<file path="src/inc/gpa_pkg.sv">
// package: register map, codes and carriers of the three-pin general-purpose port
package gpa_pkg;

  // ----------------------------------------------------------------
  // sizes and register indexes (byte address is four times the index)
  // ----------------------------------------------------------------
  localparam int unsigned NPIN         = 3;
  localparam logic [15:0] IDX_LEVEL    = 16'hF250;
  localparam logic [15:0] IDX_DIR      = 16'hF251;
  localparam logic [15:0] IDX_CFG_LO   = 16'hF252;
  localparam logic [15:0] IDX_CFG_HI   = 16'hF253;
  localparam logic [15:0] IDX_FSEL_LO  = 16'hF254;
  localparam logic [15:0] IDX_FSEL_HI  = 16'hF255;
  localparam logic [15:0] IDX_IRQ_STAT = 16'hF256;
  localparam logic [15:0] IDX_IRQ_MASK = 16'hF257;

  // ----------------------------------------------------------------
  // field positions and reset values
  // ----------------------------------------------------------------
  localparam int unsigned PAIR_LSB  = 8;
  localparam logic [2:0]  RST_PORT  = 3'h0;
  localparam logic        DIR_OUT   = 1'b0;

  // ----------------------------------------------------------------
  // drive and function codes
  // ----------------------------------------------------------------
  localparam logic [1:0] CFG_HIZ     = 2'h0;
  localparam logic [1:0] CFG_PCH     = 2'h1;
  localparam logic [1:0] CFG_NCH     = 2'h2;
  localparam logic [1:0] CFG_CMOS    = 2'h3;
  localparam logic [1:0] FSEL_GPIO   = 2'h0;
  localparam logic [1:0] FSEL_SEC    = 2'h1;
  localparam logic [1:0] FSEL_TER    = 2'h2;
  localparam logic [1:0] FSEL_FOURTH = 2'h3;
  // pins that own a secondary function
  localparam logic [2:0] FSEL_SEC_OK = 3'h1;
  localparam logic [1:0] RESP_OKAY   = 2'h0;
  localparam logic [1:0] RESP_SLVERR = 2'h2;

  // ----------------------------------------------------------------
  // carriers
  // ----------------------------------------------------------------
  typedef struct packed {
    logic [2:0] out;
    logic [2:0] oe;
    logic [2:0] pull_up;
    logic [2:0] pull_dn;
  } gpa_pad_type;

  typedef struct packed {
    logic [2:0] level;
    logic [2:0] dir;
    logic [2:0] cfg_lo;
    logic [2:0] cfg_hi;
    logic [2:0] fsel_lo;
    logic [2:0] fsel_hi;
  } gpa_regs_type;

  typedef struct packed {
    logic pwm;
    logic fast_clk;
    logic timer9;
    logic slow_clk;
    logic timer_f;
    logic cmp0;
  } gpa_alt_type;

  localparam gpa_regs_type RST_REGS = '0;
  localparam gpa_pad_type  RST_PAD  = '0;

endpackage

</file>
<file path="src/gpa_drive.sv">
// per-pin drive, pull and function multiplexing of the port
`timescale 1ns/1ps
module gpa_drive (
  input  gpa_pkg::gpa_regs_type regs, // port registers
  input  gpa_pkg::gpa_alt_type  alt,  // peripheral outputs
  output gpa_pkg::gpa_pad_type  pad   // pad controls
);
  import gpa_pkg::*;

  function automatic logic alt_value(input int unsigned pin, input logic [1:0] fsel,
                                     input logic dat, input gpa_alt_type a);
    logic v;
    v = dat;
    if (pin == 0) begin
      if (fsel == FSEL_SEC) v = a.pwm;
      else if (fsel == FSEL_TER) v = a.fast_clk;
      else if (fsel == FSEL_FOURTH) v = a.timer9;
    end else if (pin == 1) begin
      if (fsel == FSEL_TER) v = a.slow_clk;
      else if (fsel == FSEL_FOURTH) v = a.timer_f;
    end else begin
      if (fsel == FSEL_FOURTH) v = a.cmp0;
    end
    return v;
  endfunction

  logic [1:0] cfg;
  logic [1:0] fsel;
  logic       v;

  // each pin decoded from its own bit of every register
  always_comb begin
    pad  = RST_PAD;
    cfg  = CFG_HIZ;
    fsel = FSEL_GPIO;
    v    = 1'b0;
    for (int unsigned i = 0; i < NPIN; i++) begin
      cfg  = {regs.cfg_hi[i], regs.cfg_lo[i]};
      fsel = {regs.fsel_hi[i], regs.fsel_lo[i]};
      v    = alt_value(i, fsel, regs.level[i], alt);
      if (regs.dir[i] == DIR_OUT) begin
        if (fsel == FSEL_SEC && !FSEL_SEC_OK[i]) begin
          // data ignored: low in the n-channel and cmos modes
          pad.oe[i]  = cfg[1];
          pad.out[i] = 1'b0;
        end else begin
          case (cfg)
            CFG_PCH: begin
              pad.oe[i]  = v;
              pad.out[i] = 1'b1;
            end
            CFG_NCH: begin
              pad.oe[i]  = !v;
              pad.out[i] = 1'b0;
            end
            CFG_CMOS: begin
              pad.oe[i]  = 1'b1;
              pad.out[i] = v;
            end
            default: begin
              pad.oe[i]  = 1'b0;
              pad.out[i] = 1'b0;
            end
          endcase
        end
      end else begin
        pad.pull_dn[i] = (cfg == CFG_PCH);
        pad.pull_up[i] = (cfg == CFG_NCH);
      end
    end
  end
endmodule

</file>
<file path="src/gpa_port.sv">
// three-pin general-purpose port with axi4-lite registers and pin-change interrupt
//
// Added by the designer: register access over AXI4-Lite.
`timescale 1ns/1ps
// Contract
// - three pins, each set by own bits
// - output mode drives data bit level
// - read gives pin if input, data if output
// - direction 0 output, 1 input; resets 0
// - output drive: hiz, p-drain, n-drain, cmos
// - input: hiz, pull-down, pull-up, hiz
// - reset leaves every pin hiz output
// - six byte registers, read-write, reset zero
// - cfg and fsel low take 16-bit access
// - alternate outputs and clock input per pin
// - every pin also feeds external interrupt
// - function pair selects gpio or alternates
// - prohibited selection ignores data bit
module gpa_port #(
  parameter int unsigned ADDR_W = 18
) (
  input  logic                 core_clk,          // system clock
  input  logic                 sys_rst,           // synchronous reset, active high
  input  logic                 s_axi_awvalid,     // write address valid
  output logic                 s_axi_awready,     // write address ready
  input  logic [ADDR_W-1:0]    s_axi_awaddr,      // write byte address
  input  logic                 s_axi_wvalid,      // write data valid
  output logic                 s_axi_wready,      // write data ready
  input  logic [31:0]          s_axi_wdata,       // write data
  input  logic [3:0]           s_axi_wstrb,       // byte strobes
  output logic                 s_axi_bvalid,      // write response valid
  input  logic                 s_axi_bready,      // write response ready
  output logic [1:0]           s_axi_bresp,       // write response
  input  logic                 s_axi_arvalid,     // read address valid
  output logic                 s_axi_arready,     // read address ready
  input  logic [ADDR_W-1:0]    s_axi_araddr,      // read byte address
  output logic                 s_axi_rvalid,      // read data valid
  input  logic                 s_axi_rready,      // read data ready
  output logic [31:0]          s_axi_rdata,       // read data
  output logic [1:0]           s_axi_rresp,       // read response
  input  logic [2:0]           pin_level,         // pin levels from the pads
  output gpa_pkg::gpa_pad_type pad_ctl,           // pad drive and pulls
  input  gpa_pkg::gpa_alt_type alt_func,          // peripheral outputs
  output logic [2:0]           ext_irq_in,        // pin levels to interrupt logic
  output logic                 external_clock_in, // clock taken from pin 2
  output logic                 irq                // level interrupt
);
  import gpa_pkg::*;

  // ----------------------------------------------------------------
  // decode helpers
  // ----------------------------------------------------------------
  function automatic logic hit(input logic [ADDR_W-1:0] a, input logic [15:0] idx);
    return a == ADDR_W'({idx, 2'b00});
  endfunction

  function automatic logic mapped(input logic [ADDR_W-1:0] a);
    return hit(a, IDX_LEVEL) || hit(a, IDX_DIR) || hit(a, IDX_CFG_LO) || hit(a, IDX_CFG_HI) ||
           hit(a, IDX_FSEL_LO) || hit(a, IDX_FSEL_HI) || hit(a, IDX_IRQ_STAT) || hit(a, IDX_IRQ_MASK);
  endfunction

  // ----------------------------------------------------------------
  // state
  // ----------------------------------------------------------------
  gpa_regs_type      regs_q, regs_d;
  gpa_pad_type       pad_d, pad_q;
  logic [2:0]        sync_lvl, prev_q, stat_q, stat_d, mask_q, mask_d, clr, evt, level_rb;
  logic              aw_full_q, aw_full_d, w_full_q, w_full_d;
  logic              awready_q, awready_d, wready_q, wready_d, bvalid_q, bvalid_d;
  logic              arready_q, arready_d, rvalid_q, rvalid_d;
  logic              aw_take, w_take, wr_go, ar_take;
  logic [ADDR_W-1:0] awaddr_q, awaddr_d;
  logic [31:0]       wdata_q, wdata_d, rdata_q, rdata_d, rd;
  logic [3:0]        wstrb_q, wstrb_d;
  logic [1:0]        bresp_q, bresp_d, rresp_q, rresp_d;
  logic [2:0]        ext_q;
  logic              external_clock_in_q, irq_q, external_clock_in_d, irq_d;

  gpa_sync #(
    .WIDTH (NPIN)
  ) u_sync (
    .core_clk    (core_clk),
    .sys_rst     (sys_rst),
    .pin_raw     (pin_level),
    .pin_settled (sync_lvl)
  );

  gpa_drive u_drive (
    .regs (regs_q),
    .alt  (alt_func),
    .pad  (pad_d)
  );

  // ----------------------------------------------------------------
  // bus channels
  // ----------------------------------------------------------------
  // address and data are held separately so either may come first
  always_comb begin
    aw_take   = s_axi_awvalid && awready_q;
    w_take    = s_axi_wvalid && wready_q;
    wr_go     = aw_full_q && w_full_q && !bvalid_q;
    aw_full_d = (aw_full_q || aw_take) && !wr_go;
    w_full_d  = (w_full_q || w_take) && !wr_go;
    awready_d = !aw_full_d;
    wready_d  = !w_full_d;
    awaddr_d  = aw_take ? s_axi_awaddr : awaddr_q;
    wdata_d   = w_take ? s_axi_wdata : wdata_q;
    wstrb_d   = w_take ? s_axi_wstrb : wstrb_q;
    bvalid_d  = wr_go || (bvalid_q && !s_axi_bready);
    bresp_d   = bresp_q;
    if (wr_go) begin
      bresp_d = mapped(awaddr_q) ? RESP_OKAY : RESP_SLVERR;
    end
    ar_take   = s_axi_arvalid && arready_q;
    rvalid_d  = ar_take || (rvalid_q && !s_axi_rready);
    arready_d = !rvalid_d;
    rdata_d   = ar_take ? rd : rdata_q;
    rresp_d   = rresp_q;
    if (ar_take) begin
      rresp_d = mapped(s_axi_araddr) ? RESP_OKAY : RESP_SLVERR;
    end
  end

  // ----------------------------------------------------------------
  // read mux
  // ----------------------------------------------------------------
  assign level_rb = (regs_q.dir & sync_lvl) | (~regs_q.dir & regs_q.level);

  // bits not loaded stay zero, which covers the unused bits 7 to 3
  always_comb begin
    rd = '0;
    if (hit(s_axi_araddr, IDX_LEVEL)) begin
      rd[2:0] = level_rb;
    end else if (hit(s_axi_araddr, IDX_DIR)) begin
      rd[2:0] = regs_q.dir;
    end else if (hit(s_axi_araddr, IDX_CFG_LO)) begin
      rd[10:0] = {regs_q.cfg_hi, 5'h00, regs_q.cfg_lo};
    end else if (hit(s_axi_araddr, IDX_CFG_HI)) begin
      rd[2:0] = regs_q.cfg_hi;
    end else if (hit(s_axi_araddr, IDX_FSEL_LO)) begin
      rd[10:0] = {regs_q.fsel_hi, 5'h00, regs_q.fsel_lo};
    end else if (hit(s_axi_araddr, IDX_FSEL_HI)) begin
      rd[2:0] = regs_q.fsel_hi;
    end else if (hit(s_axi_araddr, IDX_IRQ_STAT)) begin
      rd[2:0] = stat_q;
    end else if (hit(s_axi_araddr, IDX_IRQ_MASK)) begin
      rd[2:0] = mask_q;
    end
  end

  // ----------------------------------------------------------------
  // register writes and pin-change status
  // ----------------------------------------------------------------
  assign evt = sync_lvl ^ prev_q;

  always_comb begin
    regs_d = regs_q;
    mask_d = mask_q;
    clr    = RST_PORT;
    if (wr_go && wstrb_q[0]) begin
      if (hit(awaddr_q, IDX_LEVEL)) begin
        regs_d.level = wdata_q[2:0];
      end else if (hit(awaddr_q, IDX_DIR)) begin
        regs_d.dir = wdata_q[2:0];
      end else if (hit(awaddr_q, IDX_CFG_LO)) begin
        regs_d.cfg_lo = wdata_q[2:0];
      end else if (hit(awaddr_q, IDX_CFG_HI)) begin
        regs_d.cfg_hi = wdata_q[2:0];
      end else if (hit(awaddr_q, IDX_FSEL_LO)) begin
        regs_d.fsel_lo = wdata_q[2:0];
      end else if (hit(awaddr_q, IDX_FSEL_HI)) begin
        regs_d.fsel_hi = wdata_q[2:0];
      end else if (hit(awaddr_q, IDX_IRQ_STAT)) begin
        clr = wdata_q[2:0];
      end else if (hit(awaddr_q, IDX_IRQ_MASK)) begin
        mask_d = wdata_q[2:0];
      end
    end
    if (wr_go && wstrb_q[1]) begin
      if (hit(awaddr_q, IDX_CFG_LO)) begin
        regs_d.cfg_hi = wdata_q[PAIR_LSB+:3];
      end else if (hit(awaddr_q, IDX_FSEL_LO)) begin
        regs_d.fsel_hi = wdata_q[PAIR_LSB+:3];
      end
    end
    // a new edge wins over a clear in the same cycle
    stat_d = (stat_q & ~clr) | evt;
    irq_d   = |(stat_q & mask_q);
    external_clock_in_d = sync_lvl[2] && ({regs_q.fsel_hi[2], regs_q.fsel_lo[2]} == FSEL_TER);
  end

  always_ff @(posedge core_clk) begin
    if (sys_rst) begin
      regs_q    <= RST_REGS;
      pad_q     <= RST_PAD;
      prev_q    <= RST_PORT;
      stat_q    <= RST_PORT;
      mask_q    <= RST_PORT;
      ext_q     <= RST_PORT;
      external_clock_in_q   <= 1'b0;
      irq_q     <= 1'b0;
      aw_full_q <= 1'b0;
      w_full_q  <= 1'b0;
      awready_q <= 1'b1;
      wready_q  <= 1'b1;
      bvalid_q  <= 1'b0;
      arready_q <= 1'b1;
      rvalid_q  <= 1'b0;
      awaddr_q  <= '0;
      wdata_q   <= '0;
      wstrb_q   <= '0;
      rdata_q   <= '0;
      bresp_q   <= RESP_OKAY;
      rresp_q   <= RESP_OKAY;
    end else begin
      regs_q    <= regs_d;
      pad_q     <= pad_d;
      prev_q    <= sync_lvl;
      stat_q    <= stat_d;
      mask_q    <= mask_d;
      ext_q     <= sync_lvl;
      external_clock_in_q   <= external_clock_in_d;
      irq_q     <= irq_d;
      aw_full_q <= aw_full_d;
      w_full_q  <= w_full_d;
      awready_q <= awready_d;
      wready_q  <= wready_d;
      bvalid_q  <= bvalid_d;
      arready_q <= arready_d;
      rvalid_q  <= rvalid_d;
      awaddr_q  <= awaddr_d;
      wdata_q   <= wdata_d;
      wstrb_q   <= wstrb_d;
      rdata_q   <= rdata_d;
      bresp_q   <= bresp_d;
      rresp_q   <= rresp_d;
    end
  end

  assign s_axi_awready     = awready_q;
  assign s_axi_wready      = wready_q;
  assign s_axi_bvalid      = bvalid_q;
  assign s_axi_bresp       = bresp_q;
  assign s_axi_arready     = arready_q;
  assign s_axi_rvalid      = rvalid_q;
  assign s_axi_rdata       = rdata_q;
  assign s_axi_rresp       = rresp_q;
  assign pad_ctl           = pad_q;
  assign ext_irq_in        = ext_q;
  assign external_clock_in = external_clock_in_q;
  assign irq               = irq_q;

  // ----------------------------------------------------------------
  // assertions
  // ----------------------------------------------------------------
  logic [2:0] hiz_out, pu_want, wr_hi;
  assign hiz_out = ~regs_q.dir & ~regs_q.cfg_hi & ~regs_q.cfg_lo;
  assign pu_want = regs_q.dir & regs_q.cfg_hi & ~regs_q.cfg_lo;
  assign wr_hi   = wdata_q[PAIR_LSB+:3];

  property p_reset_zero;
    @(posedge core_clk) $fell(sys_rst) |-> regs_q == RST_REGS && pad_q.oe == 3'h0;
  endproperty
  a_reset_zero: assert property (p_reset_zero) else $error("port not hiz output after reset");

  property p_hiz_out;
    @(posedge core_clk) disable iff (sys_rst) ##1 (pad_q.oe & $past(hiz_out)) == 3'h0;
  endproperty
  a_hiz_out: assert property (p_hiz_out) else $error("hiz output pin is driven");

  property p_cmos_data;
    @(posedge core_clk) disable iff (sys_rst)
      regs_q.dir[0] == DIR_OUT && regs_q.cfg_hi[0] && regs_q.cfg_lo[0] && !regs_q.fsel_hi[0] && !regs_q.fsel_lo[0]
      |=> pad_q.oe[0] && pad_q.out[0] == $past(regs_q.level[0]);
  endproperty
  a_cmos_data: assert property (p_cmos_data) else $error("cmos pin does not follow data bit");

  property p_pull_up;
    @(posedge core_clk) disable iff (sys_rst) ##1 pad_q.pull_up == $past(pu_want);
  endproperty
  a_pull_up: assert property (p_pull_up) else $error("pull-up not per input setting");

  property p_readback;
    @(posedge core_clk) disable iff (sys_rst)
      ar_take && hit(s_axi_araddr, IDX_LEVEL) |=> s_axi_rvalid && s_axi_rdata[2:0] == $past(level_rb);
  endproperty
  a_readback: assert property (p_readback) else $error("level readback wrong");

  property p_reserved;
    @(posedge core_clk) disable iff (sys_rst) s_axi_rvalid |-> s_axi_rdata[7:3] == 5'h00;
  endproperty
  a_reserved: assert property (p_reserved) else $error("unused bits read nonzero");

  property p_half_word;
    @(posedge core_clk) disable iff (sys_rst)
      wr_go && wstrb_q[1] && hit(awaddr_q, IDX_CFG_LO) |=> regs_q.cfg_hi == $past(wr_hi);
  endproperty
  a_half_word: assert property (p_half_word) else $error("paired byte not written");

  property p_forbid;
    @(posedge core_clk) disable iff (sys_rst)
      regs_q.dir[1] == DIR_OUT && !regs_q.fsel_hi[1] && regs_q.fsel_lo[1] && regs_q.cfg_hi[1]
      |=> pad_q.oe[1] && !pad_q.out[1];
  endproperty
  a_forbid: assert property (p_forbid) else $error("prohibited pin not held low");

  property p_pwm;
    @(posedge core_clk) disable iff (sys_rst)
      regs_q.dir[0] == DIR_OUT && regs_q.cfg_hi[0] && regs_q.cfg_lo[0] && !regs_q.fsel_hi[0] && regs_q.fsel_lo[0]
      |=> pad_q.out[0] == $past(alt_func.pwm);
  endproperty
  a_pwm: assert property (p_pwm) else $error("pin 0 not carrying pwm");

  property p_ext_irq;
    @(posedge core_clk) disable iff (sys_rst) $changed(sync_lvl) |=> ##[0:1] ext_irq_in == sync_lvl;
  endproperty
  a_ext_irq: assert property (p_ext_irq) else $error("interrupt input lost pin level");

  c_write_cfg: cover property (@(posedge core_clk) disable iff (sys_rst) wr_go && hit(awaddr_q, IDX_CFG_LO));
  c_read_lvl:  cover property (@(posedge core_clk) disable iff (sys_rst) ar_take && hit(s_axi_araddr, IDX_LEVEL));
  c_irq_rise:  cover property (@(posedge core_clk) disable iff (sys_rst) $rose(irq_q));
endmodule

</file>
<file path="src/gpa_sync.sv">
// three-stage input synchroniser with agreement filter
`timescale 1ns/1ps
module gpa_sync #(
  parameter int unsigned WIDTH = 3
) (
  input  logic             core_clk, // system clock
  input  logic             sys_rst,  // synchronous reset, active high
  input  logic [WIDTH-1:0] pin_raw,     // asynchronous pin levels
  output logic [WIDTH-1:0] pin_settled  // settled levels
);
  import gpa_pkg::*;

  logic [WIDTH-1:0] s1_q;
  logic [WIDTH-1:0] s2_q;
  logic [WIDTH-1:0] s3_q;
  logic [WIDTH-1:0] lvl_q;
  logic [WIDTH-1:0] lvl_d;

  // a level only counts once stages two and three agree
  always_comb begin
    lvl_d = lvl_q;
    for (int i = 0; i < WIDTH; i++) begin
      if (s2_q[i] == s3_q[i]) begin
        lvl_d[i] = s3_q[i];
      end
    end
  end

  always_ff @(posedge core_clk) begin
    if (sys_rst) begin
      s1_q  <= '0;
      s2_q  <= '0;
      s3_q  <= '0;
      lvl_q <= '0;
    end else begin
      s1_q  <= pin_raw;
      s2_q  <= s1_q;
      s3_q  <= s2_q;
      lvl_q <= lvl_d;
    end
  end

  assign pin_settled = lvl_q;
endmodule
</file>
<file path="config.mk">
export PLATFORM = sky130hd
export DESIGN_NAME = gpa_port
export DESIGN_NICKNAME = d
export VERILOG_FILES = /design/src/inc/gpa_pkg.sv /design/src/gpa_drive.sv /design/src/gpa_port.sv /design/src/gpa_sync.sv
export SDC_FILE = /design/constraint.sdc
export NUM_CORES = 1
export LEC_CHECK = 0
export ABC_CLOCK_PERIOD_IN_PS = 3000
export BUFFER_PORTS_ARGS = -buffer_cell sky130_fd_sc_hd__buf_2
export CAP_MARGIN = 15
export CORE_ASPECT_RATIO = 1.25
export CORE_UTILIZATION = 35
export CTS_BUF_LIST = sky130_fd_sc_hd__clkbuf_8
export DETAILED_ROUTE_END_ITERATION = 16
export HOLD_SLACK_MARGIN = 0.05
export PLACE_DENSITY = 0.67
export SLEW_MARGIN = 15
export SYNTH_ARGS = -nofsm -noshare
export SYNTH_HDL_FRONTEND = slang
export SYNTH_HIERARCHICAL = 1
export SYNTH_SLANG_ARGS = --single-unit
</file>
<file path="constraint.sdc">
create_clock -name core_clk -period 3 [get_ports core_clk]
set_input_delay 0.15 -clock core_clk [delete_from_list [all_inputs] [get_ports core_clk]]
set_output_delay 0.15 -clock core_clk [all_outputs]
set_load 0.02 [all_outputs]
</file>
==> run_results.csv <==
group,metric,value,unit
layout,nets,701,
drt,drt-pass1-iter-count,4,
synth,ys_types,52,
drt,avgViaCountPerCell,4.95,
run_status,run_status,"finished clean",
placement,detailed_placement_hpwl,7.77,mm
global_routing,vias_in_the_first_global_route,3784,
power,power.clock.fraction,34.4,%
synth,ys_warn_count,6,
sta,timing.slew.headroom,45.2,%
sta,period_share,68.4,%
synth,asyncSetResetFlopFracSynth,0,%
floorplanning,die_h,126,µm
power,powerDensity,458,nW/µm²
layout,layout-drive-gt1-share,21.4,%
floorplanning,initial_cell_density_of_the_core,35.7,%
clocking,cts.reportedPaths.clkPinSlew,0.09,ns
synth,synthesis.instances,504,
sta,setup-tns-final,0,ns
clocking,post_cts.repair.setup_buffers,0,
synth,seq_cells_post_synth,94,
drt,routed_wl,10.8,mm
global_routing,grt_start_max_net_pins,43,
synth,syn-cell-area,4320,µm²
drt,drt-wirelength-per-cell,13.8,µm
global_routing,grt_pass1_wl,17.6,mm
placement,buffer_ports.inserted,89,
floorplanning,core_region_area,12100,µm²
drt,remaining_drc_errors,0,
sta,final.hold.worst_slack,0.0953,ns
drt,detailroute.via_count,3870,
floorplanning,die_w,101,µm
clocking,clock-root-buffer,"clkbuf_8",
sta,clock_period_minus_worst_slack,2.05,ns
floorplanning,floorplan.rows,45,
drt,final_antenna_net_count,0,
power,total_leakage_power,2.12,nW
clocking,post_cts.resized_instances,0,
synth,count_of_flip_flops_with_a_built_in_enable_after_synthesis,0,
layout,final-instance-count-excl-fill,782,
synth,postSynth.topFlopCell,"dfxtp_1",
synth,synthesis.area_per_instance,8.57,µm²
run,max_cap_violations,0,
power,comb_power_share,11.2,%
clocking,tritoncts_clock_tree,"yes",
worst_setup_path,critical_path.max_fanout,5,
sta,grt_setup_unrepaired,"no",
power,peakVddDrop,0.239,mV
floorplanning,floorplan.io_pins,146,
global_routing,gr-total-overflow,0,
worst_setup_path,timing.setup.critical_path_class,"reg -> reg",
clocking,clock_tree_buffer_depth,2,
layout,finalInstanceArea,5300,µm²
worst_setup_path,worst_ep_required_time,3.22,ns
clocking,clock_sink_count,94,
placement,place.gp.congestion,0.886,
power,power.share.switching,25.7,%
synth,synth_sequential_area_ratio,43.6,%
layout,area.growth.synth_to_final,22.8,%
sta,max_slew.worst_pin.slew,0.821,ns
layout,antenna-diode-count,0,
worst_setup_path,cp_data_arrival_time,2.27,ns
floorplanning,fp.dieArea,12800,µm²
sta,fin_worst_skew,0.00911,ns
power,switching_power,0.625,mW
placement,place.detailed.instances,736,
drt,initialDrtViolationCount,209,
hold_path,hold_path.class,"in -> reg",
global_routing,antenna_found_initial,0,
power,internal-power,1.80,mW
placement,dpl_cell_area,4800,µm²
clocking,clock_insertion_delay_worst_skew,0.35,ns
global_routing,gr-usage-all-layers,17.5,%
worst_setup_path,critical_path.startpoint_type,"register",
clocking,cts_hold_buf,30,
sta,timing_hold_violations_final,0,
clocking,cts_buffers,9,
sta,timing_max_transition_violations_final,0,
sta,final-setup-viol-count,0,
clocking,clock_tree.htree_level_count,3,
worst_setup_path,endpoint_kind,"register",
power,sequentialPowerShare,54.5,%
sta,max_freq,487,MHz
==> routing by layer <==
metal | up-vias | track usage [%] | share of wire (%)
li1 | 1945 | - | -
met1 | 1797 | 20.5 | 43
met2 | 117 | 32.1 | 52
met3 | 11 | 2.94 | 4.4
met4 | 0 | 5.29 | 1.3
met5 | - | 0 | 0
==> flip-flops by register name, summed over array words and instances (netlist names), 2 cells and up <==
signal,flops
u_sync/s3_q,3
stat_q,3
u_sync/s1_q,3
mask_q,3
u_sync/s2_q,3
ext_irq_in,3
wstrb_q,2
s_axi_rdata,6
awaddr_q,18
pad_ctl,12
regs_q,18
u_sync/pin_settled,3
wdata_q,6
==> final cells by class <==
type	count	area [µm²]
clock buffers	10	138
clock inverters	6	61.3
fillers	1209	6800
inverters	15	56.3
multi-input cells	368	2170
flip-flops and latches	94	1880
well taps	164	205
repair buffers	125	791
==> cell families after synthesis <==
kind of cell              share of synthesized area (%)
buffers and inverters                              8.69
and+or+nand+nor                                    27.0
DFF                                                43.6
muxes                                              3.19
AOI/OAI and AO/OA                                  16.9
other                                            0.0868
xor gates and xnor gates                          0.608
==> cells in the final DEF (no fill, tap or decap), drive strengths merged, types with 2 or more instances in the layout <==
| cell | synthesis | layout |
|---|---|---|
| a211oi | 7 | 7 |
| nor4b | 4 | 4 |
| and2 | 3 | 3 |
| o21ai | 28 | 28 |
| and2b | 2 | 2 |
| a31oi | 3 | 3 |
| a21oi | 61 | 61 |
| clkbuf | 20 | 10 |
| dlygate4sd3 | 0 | 30 |
| nor4bb | 3 | 3 |
| nand2b | 5 | 5 |
| and3 | 9 | 9 |
| xnor2 | 3 | 3 |
| o41ai | 6 | 6 |
| or4b | 3 | 3 |
| nand2 | 63 | 63 |
| mux2i | 7 | 7 |
| o31ai | 6 | 6 |
| clkinv | 0 | 4 |
| nor3b | 10 | 10 |
| conb | 1 | 28 |
| and4 | 3 | 3 |
| o311ai | 3 | 3 |
| nand4 | 9 | 9 |
| and3b | 2 | 2 |
| mux4 | 2 | 2 |
| o2111a | 3 | 3 |
| nor2b | 30 | 30 |
| nand3b | 3 | 3 |
| nor4 | 2 | 2 |
| dfxtp | 94 | 94 |
| mux2 | 2 | 2 |
| nand4bb | 2 | 2 |
| or3 | 3 | 3 |
| inv | 15 | 15 |
| buf | 34 | 95 |
| nor2 | 19 | 19 |
| nand3 | 27 | 27 |
==> synthesized netlist by cell type, drive strengths merged (2+ instances only) <==
cell type | number | area [µm²]
and4 | 3 | 26.3
nand4bb | 2 | 22.5
o31ai | 6 | 45.0
nand3 | 27 | 135
and2b | 2 | 17.5
and3 | 9 | 56.3
nand2 | 63 | 236
o21ai | 28 | 140
dfxtp | 94 | 1880
nor3b | 10 | 75.1
or4b | 3 | 33.8
buf | 34 | 244
a21oi | 61 | 317
a211oi | 7 | 52.6
and2 | 3 | 18.8
xnor2 | 3 | 26.3
nor2b | 30 | 210
and3b | 2 | 17.5
nand2b | 5 | 31.3
o2111a | 3 | 33.8
clkbuf | 20 | 75.1
nor4b | 4 | 35.0
nand4 | 9 | 56.3
nand3b | 3 | 22.5
a31oi | 3 | 18.8
nor4bb | 3 | 30.0
nor2 | 19 | 71.3
or3 | 3 | 18.8
o41ai | 6 | 52.6
mux2 | 2 | 22.5
inv | 15 | 56.3
o311ai | 3 | 26.3
nor4 | 2 | 33.8
mux4 | 2 | 45.0
mux2i | 7 | 70.1
==> power groups by stage <==
stage,clock network (mW),registers [mW],logic (mW)
floorplan,0,1.34,0.191
global placement,0,1.35,0.233
detailed placement,0,1.35,0.239
CTS,0.862,1.32,0.269
global route,0.903,1.33,0.300
finish,0.834,1.32,0.271
==> critical path, stage by stage, from the launching register on <==
cell      delay (ns)
dfxtp_1         0.33
nor4b_1         0.50
nand2_1         0.28
nor4b_1         0.62
a211oi_1        0.17
==> final timing paths <==
path | endpoint | depth (start not counted) | slack [ns] | start
setup reg to reg | regs_q[1] | 4 | 0.95 | awaddr_q[1]
setup / recovery | regs_q[1] | 4 | 0.95 | awaddr_q[1]
hold reg to reg | u_sync/s2_q[0] | 1 | 0.43 | u_sync/s1_q[0]
hold / removal | s_axi_rvalid | 3 | 0.1 | s_axi_rready
==> through the flow <==
stage                     util (%)  worst slack [ns]  power [mW]
after floorplan                  -              1.35        1.53
after global placement        39.7              1.02        1.58
after CTS                     43.8             0.985        2.45
final                         43.8             0.948        2.43
after global routing          43.8             0.764        2.53
after detailed placement      39.7              1.00        1.59
Note: power is estimated with default switching activity, not from simulation.
